==> src/common/dtp_pkg.sv <==
// timer package: register map, field layouts, reset values
// assumes a single 10 mhz system clock and a 32-bit avalon-mm register bus
package dtp_pkg;

  ////////////////////////////////////////////////////////////////////////////////
  // widths
  localparam int unsigned CNT_W  = 10;
  localparam int unsigned REG_W  = 8;
  localparam int unsigned ADDR_W = 5;
  localparam int unsigned DATA_W = 32;
  localparam int unsigned IDX_W  = 3;
  localparam int unsigned IDX_LO = 2;

  ////////////////////////////////////////////////////////////////////////////////
  // register indices, byte address is four times the index
  localparam logic [IDX_W-1:0] IDX_TIMER_COUNT       = 3'h0;
  localparam logic [IDX_W-1:0] IDX_TIMER_CONTROL_ONE = 3'h1;
  localparam logic [IDX_W-1:0] IDX_TIMER_CONTROL_TWO = 3'h2;
  localparam logic [IDX_W-1:0] IDX_PWM_DUTY_LOW      = 3'h3;
  localparam logic [IDX_W-1:0] IDX_PRESCALER_VALUE   = 3'h4;
  localparam logic [IDX_W-1:0] IDX_BUZZER_CONTROL    = 3'h5;
  localparam logic [IDX_W-1:0] IDX_TIMER_HIGH_BITS   = 3'h6;

  ////////////////////////////////////////////////////////////////////////////////
  // reset values
  localparam logic [REG_W-1:0] RST_CONTROL_ONE  = 8'h00;
  localparam logic [REG_W-1:0] RST_CONTROL_TWO  = 8'h3f;
  localparam logic [REG_W-1:0] RST_PRESCALER    = 8'hff;
  localparam logic [REG_W-1:0] RST_BUZZER       = 8'h0f;
  localparam logic [REG_W-1:0] RST_ZERO8        = 8'h00;
  localparam logic [CNT_W-1:0] RST_COUNT        = 10'h000;
  localparam logic [CNT_W-1:0] CNT_FULL         = 10'h3ff;
  localparam logic [CNT_W-1:0] CNT_ZERO         = 10'h000;
  localparam logic [CNT_W-1:0] CNT_ONE          = 10'h001;
  localparam logic [DATA_W-1:0] RD_ZERO         = 32'h0000_0000;

  ////////////////////////////////////////////////////////////////////////////////
  // high-bits register layout: reload bits at [5:4], duty bits at [1:0]
  localparam int unsigned HB_RELOAD_HI = 5;
  localparam int unsigned HB_RELOAD_LO = 4;
  localparam int unsigned HB_DUTY_HI   = 1;
  localparam int unsigned HB_DUTY_LO   = 0;
  localparam logic [REG_W-1:0] HB_WMASK = 8'h33;

  // buzzer control layout
  localparam int unsigned BZ_EN_BIT = 7;
  localparam int unsigned BZ_TMR_BIT = 3;

  ////////////////////////////////////////////////////////////////////////////////
  // clock dividers for the instruction clock and the special high oscillator
  localparam int unsigned INSTR_DIV   = 2;
  localparam int unsigned SPECIAL_DIV = 2;
  localparam int unsigned DIV_W       = 4;
  localparam logic [DIV_W-1:0] DIV_ZERO = 4'h0;
  localparam logic [DIV_W-1:0] DIV_ONE  = 4'h1;

  ////////////////////////////////////////////////////////////////////////////////
  // control register field layouts
  typedef struct packed {
    logic pwm_pin_enable;
    logic pwm_active_low;
    logic toggle_out_enable;
    logic special_osc_clock_select;
    logic high_osc_clock_select;
    logic one_shot_select;
    logic reload_select;
    logic counter_enable;
  } dtp_ctrl_one_t;

  typedef struct packed {
    logic [1:0] unused;
    logic       ext_clock_select;
    logic       ext_edge_select;
    logic       prescale_disable_n;
    logic [2:0] prescale_rate;
  } dtp_ctrl_two_t;

  // shared pin drive pair
  typedef struct packed {
    logic level;
    logic oe;
  } dtp_pin_t;

endpackage

==> src/design/dtp_edge_sync.sv <==
// two-flop synchroniser for the external clock pin with edge selection
// assumes the pin is asynchronous to clk_i and much slower than it
`timescale 1ns/100ps
module dtp_edge_sync
(
  input  wire logic clk_i,          // system clock
  input  wire logic rst_n_i,        // async reset, active low
  input  wire logic pin_i,          // raw external clock pin
  input  wire logic falling_sel_i,  // 1 selects high-to-low edges
  output logic      edge_o          // one-cycle pulse on the selected edge
);
  import dtp_pkg::*;

  logic meta_q;
  logic sync_q;
  logic last_q;

  ////////////////////////////////////////////////////////////////////////////////
  // synchroniser chain, meta_q feeds only sync_q
  always_ff @(posedge clk_i or negedge rst_n_i)
  begin
    if (!rst_n_i)
    begin
      meta_q <= 1'b0;
      sync_q <= 1'b0;
      last_q <= 1'b0;
    end
    else
    begin
      meta_q <= pin_i;
      sync_q <= meta_q;
      last_q <= sync_q;
    end
  end

  // edge pick from the synchronised level
  assign edge_o = falling_sel_i ? (last_q & ~sync_q) : (~last_q & sync_q);

endmodule

==> src/design/dtp_prescaler.sv <==
// power-of-two prescaler, down counter readable by software
// assumes src_tick_i is a one-cycle enable on the system clock
`timescale 1ns/100ps
module dtp_prescaler
(
  input  wire logic       clk_i,       // system clock
  input  wire logic       rst_n_i,     // async reset, active low
  input  wire logic       src_tick_i,  // selected source tick
  input  wire logic       bypass_i,    // 1 disables the prescaler
  input  wire logic [2:0] rate_i,      // division code
  output logic [7:0]      count_o,     // present prescaler count
  output logic            tick_o       // divided tick
);
  import dtp_pkg::*;

  logic [REG_W-1:0] count_q;
  logic [REG_W-1:0] mask;

  ////////////////////////////////////////////////////////////////////////////////
  // counter steps down on each source tick while enabled
  always_ff @(posedge clk_i or negedge rst_n_i)
  begin
    if (!rst_n_i)
      count_q <= RST_PRESCALER;
    else if (src_tick_i && !bypass_i)
      count_q <= count_q - 8'h01;
  end

  // code n gives a tick every 2^(n+1) source ticks
  assign mask    = ~REG_W'(8'hfe << rate_i);
  assign tick_o  = bypass_i ? src_tick_i : (src_tick_i && ((count_q & mask) == RST_ZERO8));
  assign count_o = count_q;

endmodule

==> src/design/dtp_timer.sv <==
// 10-bit down timer with prescaler, toggle output, pwm and buzzer, avalon-mm slave
// assumes one 10 mhz clock; the external clock pin is asynchronous
//
// Summary of operation
// counter read returns present count
// counter write loads reload with high bits
// non-stop, no reload: underflow loads 0x3ff
// non-stop with reload: underflow loads reload
// one-shot counts to zero then stops
// high oscillator select overrides clock source
// special oscillator select has top priority
// software disables prescaler with high oscillator
// polarity bit one makes pwm active low
// pwm enable routes pwm to pin
// toggle enable toggles output on underflow
// toggle output wins the shared pin
// rate code selects divide 2 to 256
// software changes rate only while disabled
// edge bit picks falling or rising edge
// source bit picks pin or instruction clock
// pwm period from reload, duty ten bits
// prescaler value readable, resets to ones
// buzzer selects prescaler tap or counter bit
// enable bit freezes or runs the counter
// pwm active while count below duty
//
// Our own choice: the Avalon-MM register port.
`timescale 1ns/100ps
module dtp_timer
(
  input  wire logic                       clk_i,                 // 10 mhz system clock
  input  wire logic                       rst_n_i,               // async reset, active low
  input  wire logic [dtp_pkg::ADDR_W-1:0] avs_address_i,         // byte address
  input  wire logic                       avs_read_i,            // read request
  input  wire logic                       avs_write_i,           // write request
  input  wire logic [dtp_pkg::DATA_W-1:0] avs_writedata_i,       // write data
  input  wire logic [3:0]                 avs_byteenable_i,      // byte lanes
  output logic [dtp_pkg::DATA_W-1:0]      avs_readdata_o,        // read data
  output logic                            avs_waitrequest_o,     // wait while high
  input  wire logic                       ext_clock_pin_i,       // external count clock
  input  wire logic                       gpio_out_i,            // port level when gpio
  input  wire logic                       gpio_oe_i,             // port enable when gpio
  output logic                            shared_port_pin_o,     // shared pin level
  output logic                            shared_port_pin_oe_o,  // shared pin enable
  output logic                            underflow_toggle_out_o, // toggle output
  output logic                            buzzer_o               // buzzer output
);
  import dtp_pkg::*;

  dtp_ctrl_one_t         ctrl_one_q;
  dtp_ctrl_two_t         ctrl_two_q;
  logic [REG_W-1:0]      duty_low_q;
  logic [REG_W-1:0]      buzzer_q;
  logic [REG_W-1:0]      high_bits_q;
  logic [REG_W-1:0]      reload_low_q;
  logic [CNT_W-1:0]      count_q;
  logic [CNT_W-1:0]      count_d;
  logic                  toggle_q;
  logic                  underflow;
  logic                  wait_q;
  logic [DATA_W-1:0]     rdata_q;
  logic                  buzz_q;
  dtp_pin_t              pin_q;
  dtp_pin_t              pin_d;
  logic [DIV_W-1:0]      instr_div_q;
  logic [DIV_W-1:0]      special_div_q;
  logic                  instr_tick;
  logic                  special_tick;
  logic                  ext_edge;
  logic                  src_tick;
  logic                  timer_tick;
  logic [REG_W-1:0]      ps_count;
  logic [IDX_W-1:0]      idx;
  logic                  wr_go;
  logic                  wr_lane0;
  logic [CNT_W-1:0]      reload_val;
  logic [CNT_W-1:0]      duty_val;
  logic                  pwm_level;

  ////////////////////////////////////////////////////////////////////////////////
  // bus decode: a transfer completes at the edge where waitrequest is low
  assign idx      = avs_address_i[IDX_LO +: IDX_W];
  assign wr_go    = avs_write_i && !wait_q;
  assign wr_lane0 = wr_go && avs_byteenable_i[0];

  // ten-bit reload and duty values built from the high-bits register
  assign reload_val = {high_bits_q[HB_RELOAD_HI:HB_RELOAD_LO], reload_low_q};
  assign duty_val   = {high_bits_q[HB_DUTY_HI:HB_DUTY_LO], duty_low_q};

  ////////////////////////////////////////////////////////////////////////////////
  // waitrequest drops one cycle after a request and rises after the transfer
  always_ff @(posedge clk_i or negedge rst_n_i)
  begin
    if (!rst_n_i)
      wait_q <= 1'b1;
    else if (!wait_q)
      wait_q <= 1'b1;
    else if (avs_read_i || avs_write_i)
      wait_q <= 1'b0;
  end

  // read data captured as waitrequest drops, steady while it is low
  always_ff @(posedge clk_i or negedge rst_n_i)
  begin
    if (!rst_n_i)
      rdata_q <= RD_ZERO;
    else if (wait_q && avs_read_i)
    begin
      case (idx)
        IDX_TIMER_COUNT:       rdata_q <= {24'h000000, count_q[REG_W-1:0]};
        IDX_TIMER_CONTROL_ONE: rdata_q <= {24'h000000, ctrl_one_q};
        IDX_TIMER_CONTROL_TWO: rdata_q <= {24'h000000, ctrl_two_q};
        IDX_PRESCALER_VALUE:   rdata_q <= {24'h000000, ps_count};
        IDX_TIMER_HIGH_BITS:   rdata_q <= {24'h000000, count_q[CNT_W-1:REG_W],
                                           high_bits_q[5:0]};
        default:               rdata_q <= RD_ZERO;
      endcase
    end
    else if (!wait_q)
      rdata_q <= RD_ZERO;
  end

  ////////////////////////////////////////////////////////////////////////////////
  // control register one
  always_ff @(posedge clk_i or negedge rst_n_i)
  begin
    if (!rst_n_i)
      ctrl_one_q <= dtp_ctrl_one_t'(RST_CONTROL_ONE);
    else if (wr_lane0 && idx == IDX_TIMER_CONTROL_ONE)
      ctrl_one_q <= dtp_ctrl_one_t'(avs_writedata_i[REG_W-1:0]);
  end

  // control register two, top two bits unused
  always_ff @(posedge clk_i or negedge rst_n_i)
  begin
    if (!rst_n_i)
      ctrl_two_q <= dtp_ctrl_two_t'(RST_CONTROL_TWO);
    else if (wr_lane0 && idx == IDX_TIMER_CONTROL_TWO)
      ctrl_two_q <= dtp_ctrl_two_t'(avs_writedata_i[REG_W-1:0] & RST_CONTROL_TWO);
  end

  // duty low byte, write only
  always_ff @(posedge clk_i or negedge rst_n_i)
  begin
    if (!rst_n_i)
      duty_low_q <= RST_ZERO8;
    else if (wr_lane0 && idx == IDX_PWM_DUTY_LOW)
      duty_low_q <= avs_writedata_i[REG_W-1:0];
  end

  // buzzer control, write only
  always_ff @(posedge clk_i or negedge rst_n_i)
  begin
    if (!rst_n_i)
      buzzer_q <= RST_BUZZER;
    else if (wr_lane0 && idx == IDX_BUZZER_CONTROL)
      buzzer_q <= avs_writedata_i[REG_W-1:0];
  end

  // high bits of reload and duty
  always_ff @(posedge clk_i or negedge rst_n_i)
  begin
    if (!rst_n_i)
      high_bits_q <= RST_ZERO8;
    else if (wr_lane0 && idx == IDX_TIMER_HIGH_BITS)
      high_bits_q <= avs_writedata_i[REG_W-1:0] & HB_WMASK;
  end

  // reload low byte, stored on every counter write
  always_ff @(posedge clk_i or negedge rst_n_i)
  begin
    if (!rst_n_i)
      reload_low_q <= RST_ZERO8;
    else if (wr_lane0 && idx == IDX_TIMER_COUNT)
      reload_low_q <= avs_writedata_i[REG_W-1:0];
  end

  ////////////////////////////////////////////////////////////////////////////////
  // instruction clock and special oscillator enables
  always_ff @(posedge clk_i or negedge rst_n_i)
  begin
    if (!rst_n_i)
      instr_div_q <= DIV_ZERO;
    else if (instr_div_q == DIV_W'(INSTR_DIV - 1))
      instr_div_q <= DIV_ZERO;
    else
      instr_div_q <= instr_div_q + DIV_ONE;
  end

  always_ff @(posedge clk_i or negedge rst_n_i)
  begin
    if (!rst_n_i)
      special_div_q <= DIV_ZERO;
    else if (special_div_q == DIV_W'(SPECIAL_DIV - 1))
      special_div_q <= DIV_ZERO;
    else
      special_div_q <= special_div_q + DIV_ONE;
  end

  assign instr_tick   = (instr_div_q == DIV_W'(INSTR_DIV - 1));
  assign special_tick = (special_div_q == DIV_W'(SPECIAL_DIV - 1));

  // external pin synchronised and edge selected
  dtp_edge_sync u_edge
  (
    .clk_i         (clk_i),
    .rst_n_i       (rst_n_i),
    .pin_i         (ext_clock_pin_i),
    .falling_sel_i (ctrl_two_q.ext_edge_select),
    .edge_o        (ext_edge)
  );

  // source select: special osc, then high osc (every cycle), then pin or instruction
  always_comb
  begin
    if (ctrl_one_q.special_osc_clock_select)
      src_tick = special_tick;
    else if (ctrl_one_q.high_osc_clock_select)
      src_tick = 1'b1;
    else if (ctrl_two_q.ext_clock_select)
      src_tick = ext_edge;
    else
      src_tick = instr_tick;
  end

  // prescaler between source and counter
  dtp_prescaler u_presc
  (
    .clk_i      (clk_i),
    .rst_n_i    (rst_n_i),
    .src_tick_i (src_tick),
    .bypass_i   (ctrl_two_q.prescale_disable_n),
    .rate_i     (ctrl_two_q.prescale_rate),
    .count_o    (ps_count),
    .tick_o     (timer_tick)
  );

  ////////////////////////////////////////////////////////////////////////////////
  // counter next value; a bus write beats a tick in the same cycle
  always_comb
  begin
    count_d   = count_q;
    underflow = 1'b0;
    if (wr_lane0 && idx == IDX_TIMER_COUNT)
      count_d = {high_bits_q[HB_RELOAD_HI:HB_RELOAD_LO],
                 avs_writedata_i[REG_W-1:0]};
    else if (timer_tick && ctrl_one_q.counter_enable)
    begin
      if (ctrl_one_q.one_shot_select)
      begin
        if (count_q != CNT_ZERO)
          count_d = count_q - CNT_ONE;
        underflow = (count_q == CNT_ONE);
      end
      else if (count_q == CNT_ZERO)
      begin
        underflow = 1'b1;
        count_d   = ctrl_one_q.reload_select ? reload_val : CNT_FULL;
      end
      else
        count_d = count_q - CNT_ONE;
    end
  end

  // counter register
  always_ff @(posedge clk_i or negedge rst_n_i)
  begin
    if (!rst_n_i)
      count_q <= RST_COUNT;
    else
      count_q <= count_d;
  end

  // toggle output flips on each underflow while enabled
  always_ff @(posedge clk_i or negedge rst_n_i)
  begin
    if (!rst_n_i)
      toggle_q <= 1'b0;
    else if (underflow && ctrl_one_q.toggle_out_enable)
      toggle_q <= ~toggle_q;
  end

  ////////////////////////////////////////////////////////////////////////////////
  // pwm level with polarity and shared pin mux
  assign pwm_level = (count_q < duty_val) ^ ctrl_one_q.pwm_active_low;

  always_comb
  begin
    if (ctrl_one_q.toggle_out_enable)
      pin_d = '{level: toggle_q, oe: 1'b1};
    else if (ctrl_one_q.pwm_pin_enable)
      pin_d = '{level: pwm_level, oe: 1'b1};
    else
      pin_d = '{level: gpio_out_i, oe: gpio_oe_i};
  end

  always_ff @(posedge clk_i or negedge rst_n_i)
  begin
    if (!rst_n_i)
      pin_q <= '{level: 1'b0, oe: 1'b0};
    else
      pin_q <= pin_d;
  end

  // buzzer: prescaler tap for codes 0-7, counter bit for 8-15
  always_ff @(posedge clk_i or negedge rst_n_i)
  begin
    if (!rst_n_i)
      buzz_q <= 1'b0;
    else if (!buzzer_q[BZ_EN_BIT])
      buzz_q <= 1'b0;
    else if (buzzer_q[BZ_TMR_BIT])
      buzz_q <= count_q[buzzer_q[2:0]];
    else
      buzz_q <= ps_count[buzzer_q[2:0]];
  end

  ////////////////////////////////////////////////////////////////////////////////
  // outputs
  assign avs_readdata_o         = rdata_q;
  assign avs_waitrequest_o      = wait_q;
  assign shared_port_pin_o      = pin_q.level;
  assign shared_port_pin_oe_o   = pin_q.oe;
  assign underflow_toggle_out_o = toggle_q;
  assign buzzer_o               = buzz_q;

endmodule

==> config.mk <==
export PLATFORM = sky130hd
export DESIGN_NAME = dtp_timer
export DESIGN_NICKNAME = d
export VERILOG_FILES = /design/src/common/dtp_pkg.sv /design/src/design/dtp_edge_sync.sv /design/src/design/dtp_prescaler.sv /design/src/design/dtp_timer.sv
export SDC_FILE = /design/constraint.sdc
export NUM_CORES = 1
export LEC_CHECK = 0
export BUFFER_PORTS_ARGS = -buffer_cell sky130_fd_sc_hd__buf_2
export CAP_MARGIN = 30
export CELL_PAD_IN_SITES_DETAIL_PLACEMENT = 1
export CELL_PAD_IN_SITES_GLOBAL_PLACEMENT = 2
export CORE_AREA = 2 2 117 119
export DETAILED_ROUTE_END_ITERATION = 10
export DIE_AREA = 0 0 119 121
export PLACE_DENSITY = 0.88
export SLEW_MARGIN = 20
export SYNTH_ARGS = -nofsm -noshare
export SYNTH_HDL_FRONTEND = slang
export SYNTH_SLANG_ARGS = --single-unit
==> constraint.sdc <==
create_clock -name clk_i -period 2.4 [get_ports clk_i]
set_input_delay 0.48 -clock clk_i [delete_from_list [all_inputs] [get_ports clk_i]]
set_output_delay 0.48 -clock clk_i [all_outputs]
set_load 0.01 [all_outputs]
==> results.ini <==
[status]
status = complete, no violations

[place]
place_congestion = 0.8636
hpwl_um = 9012
io_buffers = 31
dp.cells = 646

[floorplan]
core_um2 = 13090
fp.dieW_um = 119
rows = 42
ios = 85
die_area_um2 = 14400
start_util = 0.3443
floorplan.die.height_um = 121

[logic_synthesis]
ys_types = 59
ys_ff_latch = 81
yosys-top-cells-area = dfrtp_1, dfstp_2, mux2_2
syn_area_per_cell_um2 = 10.36
yosysWarnings = 0
synth_top_area_share = 0.3443
synthAdderAreaFrac = 0.03610
synth_ff_type = dfrtp_1
async_reset_ff_frac = 1.000
synth_edf_count = 0
synth_compound_area_frac = 0.1352
syn_area_um2 = 4506
synthMuxAreaShare = 0.1111
yosys.area_share.simple = 0.1522
yosysTopAreaCell = dfrtp_1
synth_xor_area_frac = 0.03499
netlist_instances = 435
synth_top_family_by_area = simple AND/OR/NAND/NOR gates
synth_seq_area_share = 0.4552

[finish]
finalNetCount = 542
layout_common_cells = dfrtp_1, nand2_1, o21ai_0, buf_2, mux2_2
stdcell_count = 662
n_antenna_cell = 0
final_common_cell = dfrtp_1
drive_above_1_share = 0.2778
area_delta_synth_final_pct = 16.38

[clock_network]
clock_latency_ps = 340
clock-root-buffer = clkbuf_16
cts_sinks = 81
numCtsBuffers = 9
clk_path_buf_depth = 2
cts_tree = yes
clk_pin_slew_worst_paths_ps = 60
cts.htree.levels = 3

[timing]
setup-tns-final_ps = 0
hold_viol_final = 0
maxSlewHeadroom = 0.6229
drv_slew = 0
max_freq_mhz = 451.6
period_minus_slack_ps = 2214
fin_crit_sh = 0.9227
rsz0062_at_grt = false
worst_slew_pin_slew_ps = 564.4
finalSetupViolations = 0
fin_skew_ps = 8.091

[critical_path]
path_max_fanout = 6
start_kind = register
critPathCaptureType = register
crit_required_ps = 2620
arrival_ps = 2430
critPathKind = reg -> reg

[power_and_ir_drop]
pwr_density_cell_nw_per_um2 = 1080
irDropWorstVdd_v = 0.0004292
p_leak_uw = 0.002372

[run]
maxCapViolations = 0

[routing]
ant_nets = 0
via_count = 3505
drcViolationCount = 0
first_iter_violations = 241
dr.pass1.iters = 4
wire_per_inst_um = 18.80
routed_wl_um = 12450
viasPerCell = 5.295

[grt]
grt_antenna_before_repair = 0
grt_first_pass_wirelength_um = 20000
grt.total_usage = 0.1804
grt_max_degree = 43
grt_overflow = 0
grt_pass1_vias = 3687

[worst_hold_path]
hp-class = in -> async

sequential cells by signal (all words and copies together) (netlist names), 4 cells and up:
register	cells
buzzer_q	5
u_presc.count_o	8
instr_div_q	4
ctrl_one_q	8
ctrl_two_q	6
special_div_q	4
count_q	10
reload_low_q	8
duty_low_q	8
high_bits_q	4
avs_readdata_o	8
per-stage QoR:
stage | instance area [µm²] | utilization | setup slack (ps) | hold WS (ps) | power (µW)
CTS | 5233 | 0.3999 | 62.41 | 140.5 | 5682
detailed placement | 4868 | 0.3721 | 138.5 | 341.7 | 3969
global route | 5244 | 0.4007 | 11.02 | 157.2 | 5988
finish | 5244 | 0.4007 | 185.6 | 122.8 | 5661
floorplan | 4592 | - | 409.9 | 184.4 | 3310
global placement | 4868 | 0.3721 | 220.4 | 334.2 | 3841
layout make-up:
class                   instances  area, µm²
repair buffers                 52      327.8
multi-input cells             320       2217
fillers                      1479       7841
clock buffers                  12      266.5
flip-flops and latches         81       2051
clock inverters                 4      97.59
well taps                     176      220.2
inverters                      17      63.81
cell families after synthesis:
family | Yosys count
compound gates | 94
xor+xnor | 18
fa+ha+maj | 13
buf+inv | 57
flops | 81
mux | 40
other cells | 1
simple gates | 131
worst max-delay path, cell delays in order, from the launching register on:
cell,delay (ps)
dfrtp_1,360
inv_1,110
ha_1,260
nor2b_1,170
and4b_1,260
buf_4,170
o21a_1,200
o221ai_1,210
nor3_1,80
a221o_1,270
timing repair:
| item | CTS | global route |
|---|---|---|
| setup buffers | 0 | 0 |
| gates resized for setup | 0 | 2 |
| setup endpoints to repair | 0 | 2 |
| hold buffers | 0 | 0 |
synthesized netlist by cell type (5+ instances only):
master,number
clkbuf_1,7
nand2_1,50
o21ai_0,34
a22oi_1,9
dfrtp_1,62
nand2b_1,7
mux4_2,5
mux2_2,29
ha_1,13
nand3_1,5
dfstp_2,19
nand3b_1,6
nor3_1,6
xor2_1,9
nor2b_1,6
a21oi_1,20
buf_4,25
xnor2_1,9
nor2_1,19
inv_1,17
mux2i_1,5
nor4_1,7
path summary, 6_finish.rpt:
kind / from / end / slack, ps / depth (start not counted)
max in group asynchronous: rst_n_i / u_presc.count_o[5] / 1600 / 2
hold reg to reg: u_edge.meta_q / u_edge.sync_q / 350 / 0
setup / recovery: count_q[0] / count_q[7] / 190 / 9
setup reg to reg: count_q[0] / count_q[7] / 190 / 9
hold / removal: rst_n_i / count_q[2] / 120 / 1
min in group clk_i: ext_clock_pin_i / u_edge.meta_q / 250 / 1
per-layer routing:
metal	vias to the layer above	GRT usage	wire [µm]
met5	-	0	0
met4	0	0.06771	316
met3	24	0.02632	524
met2	89	0.3060	6134
met1	1801	0.2340	5472
li1	1591	-	-
report_power, final:
part / total, µW / internal (µW) / switching, µW
Combinational: 1820 / 855 / 965
Sequential: 2180 / 1780 / 399
Clock: 1660 / 1100 / 562
Note: power is estimated with default switching activity, not from simulation.
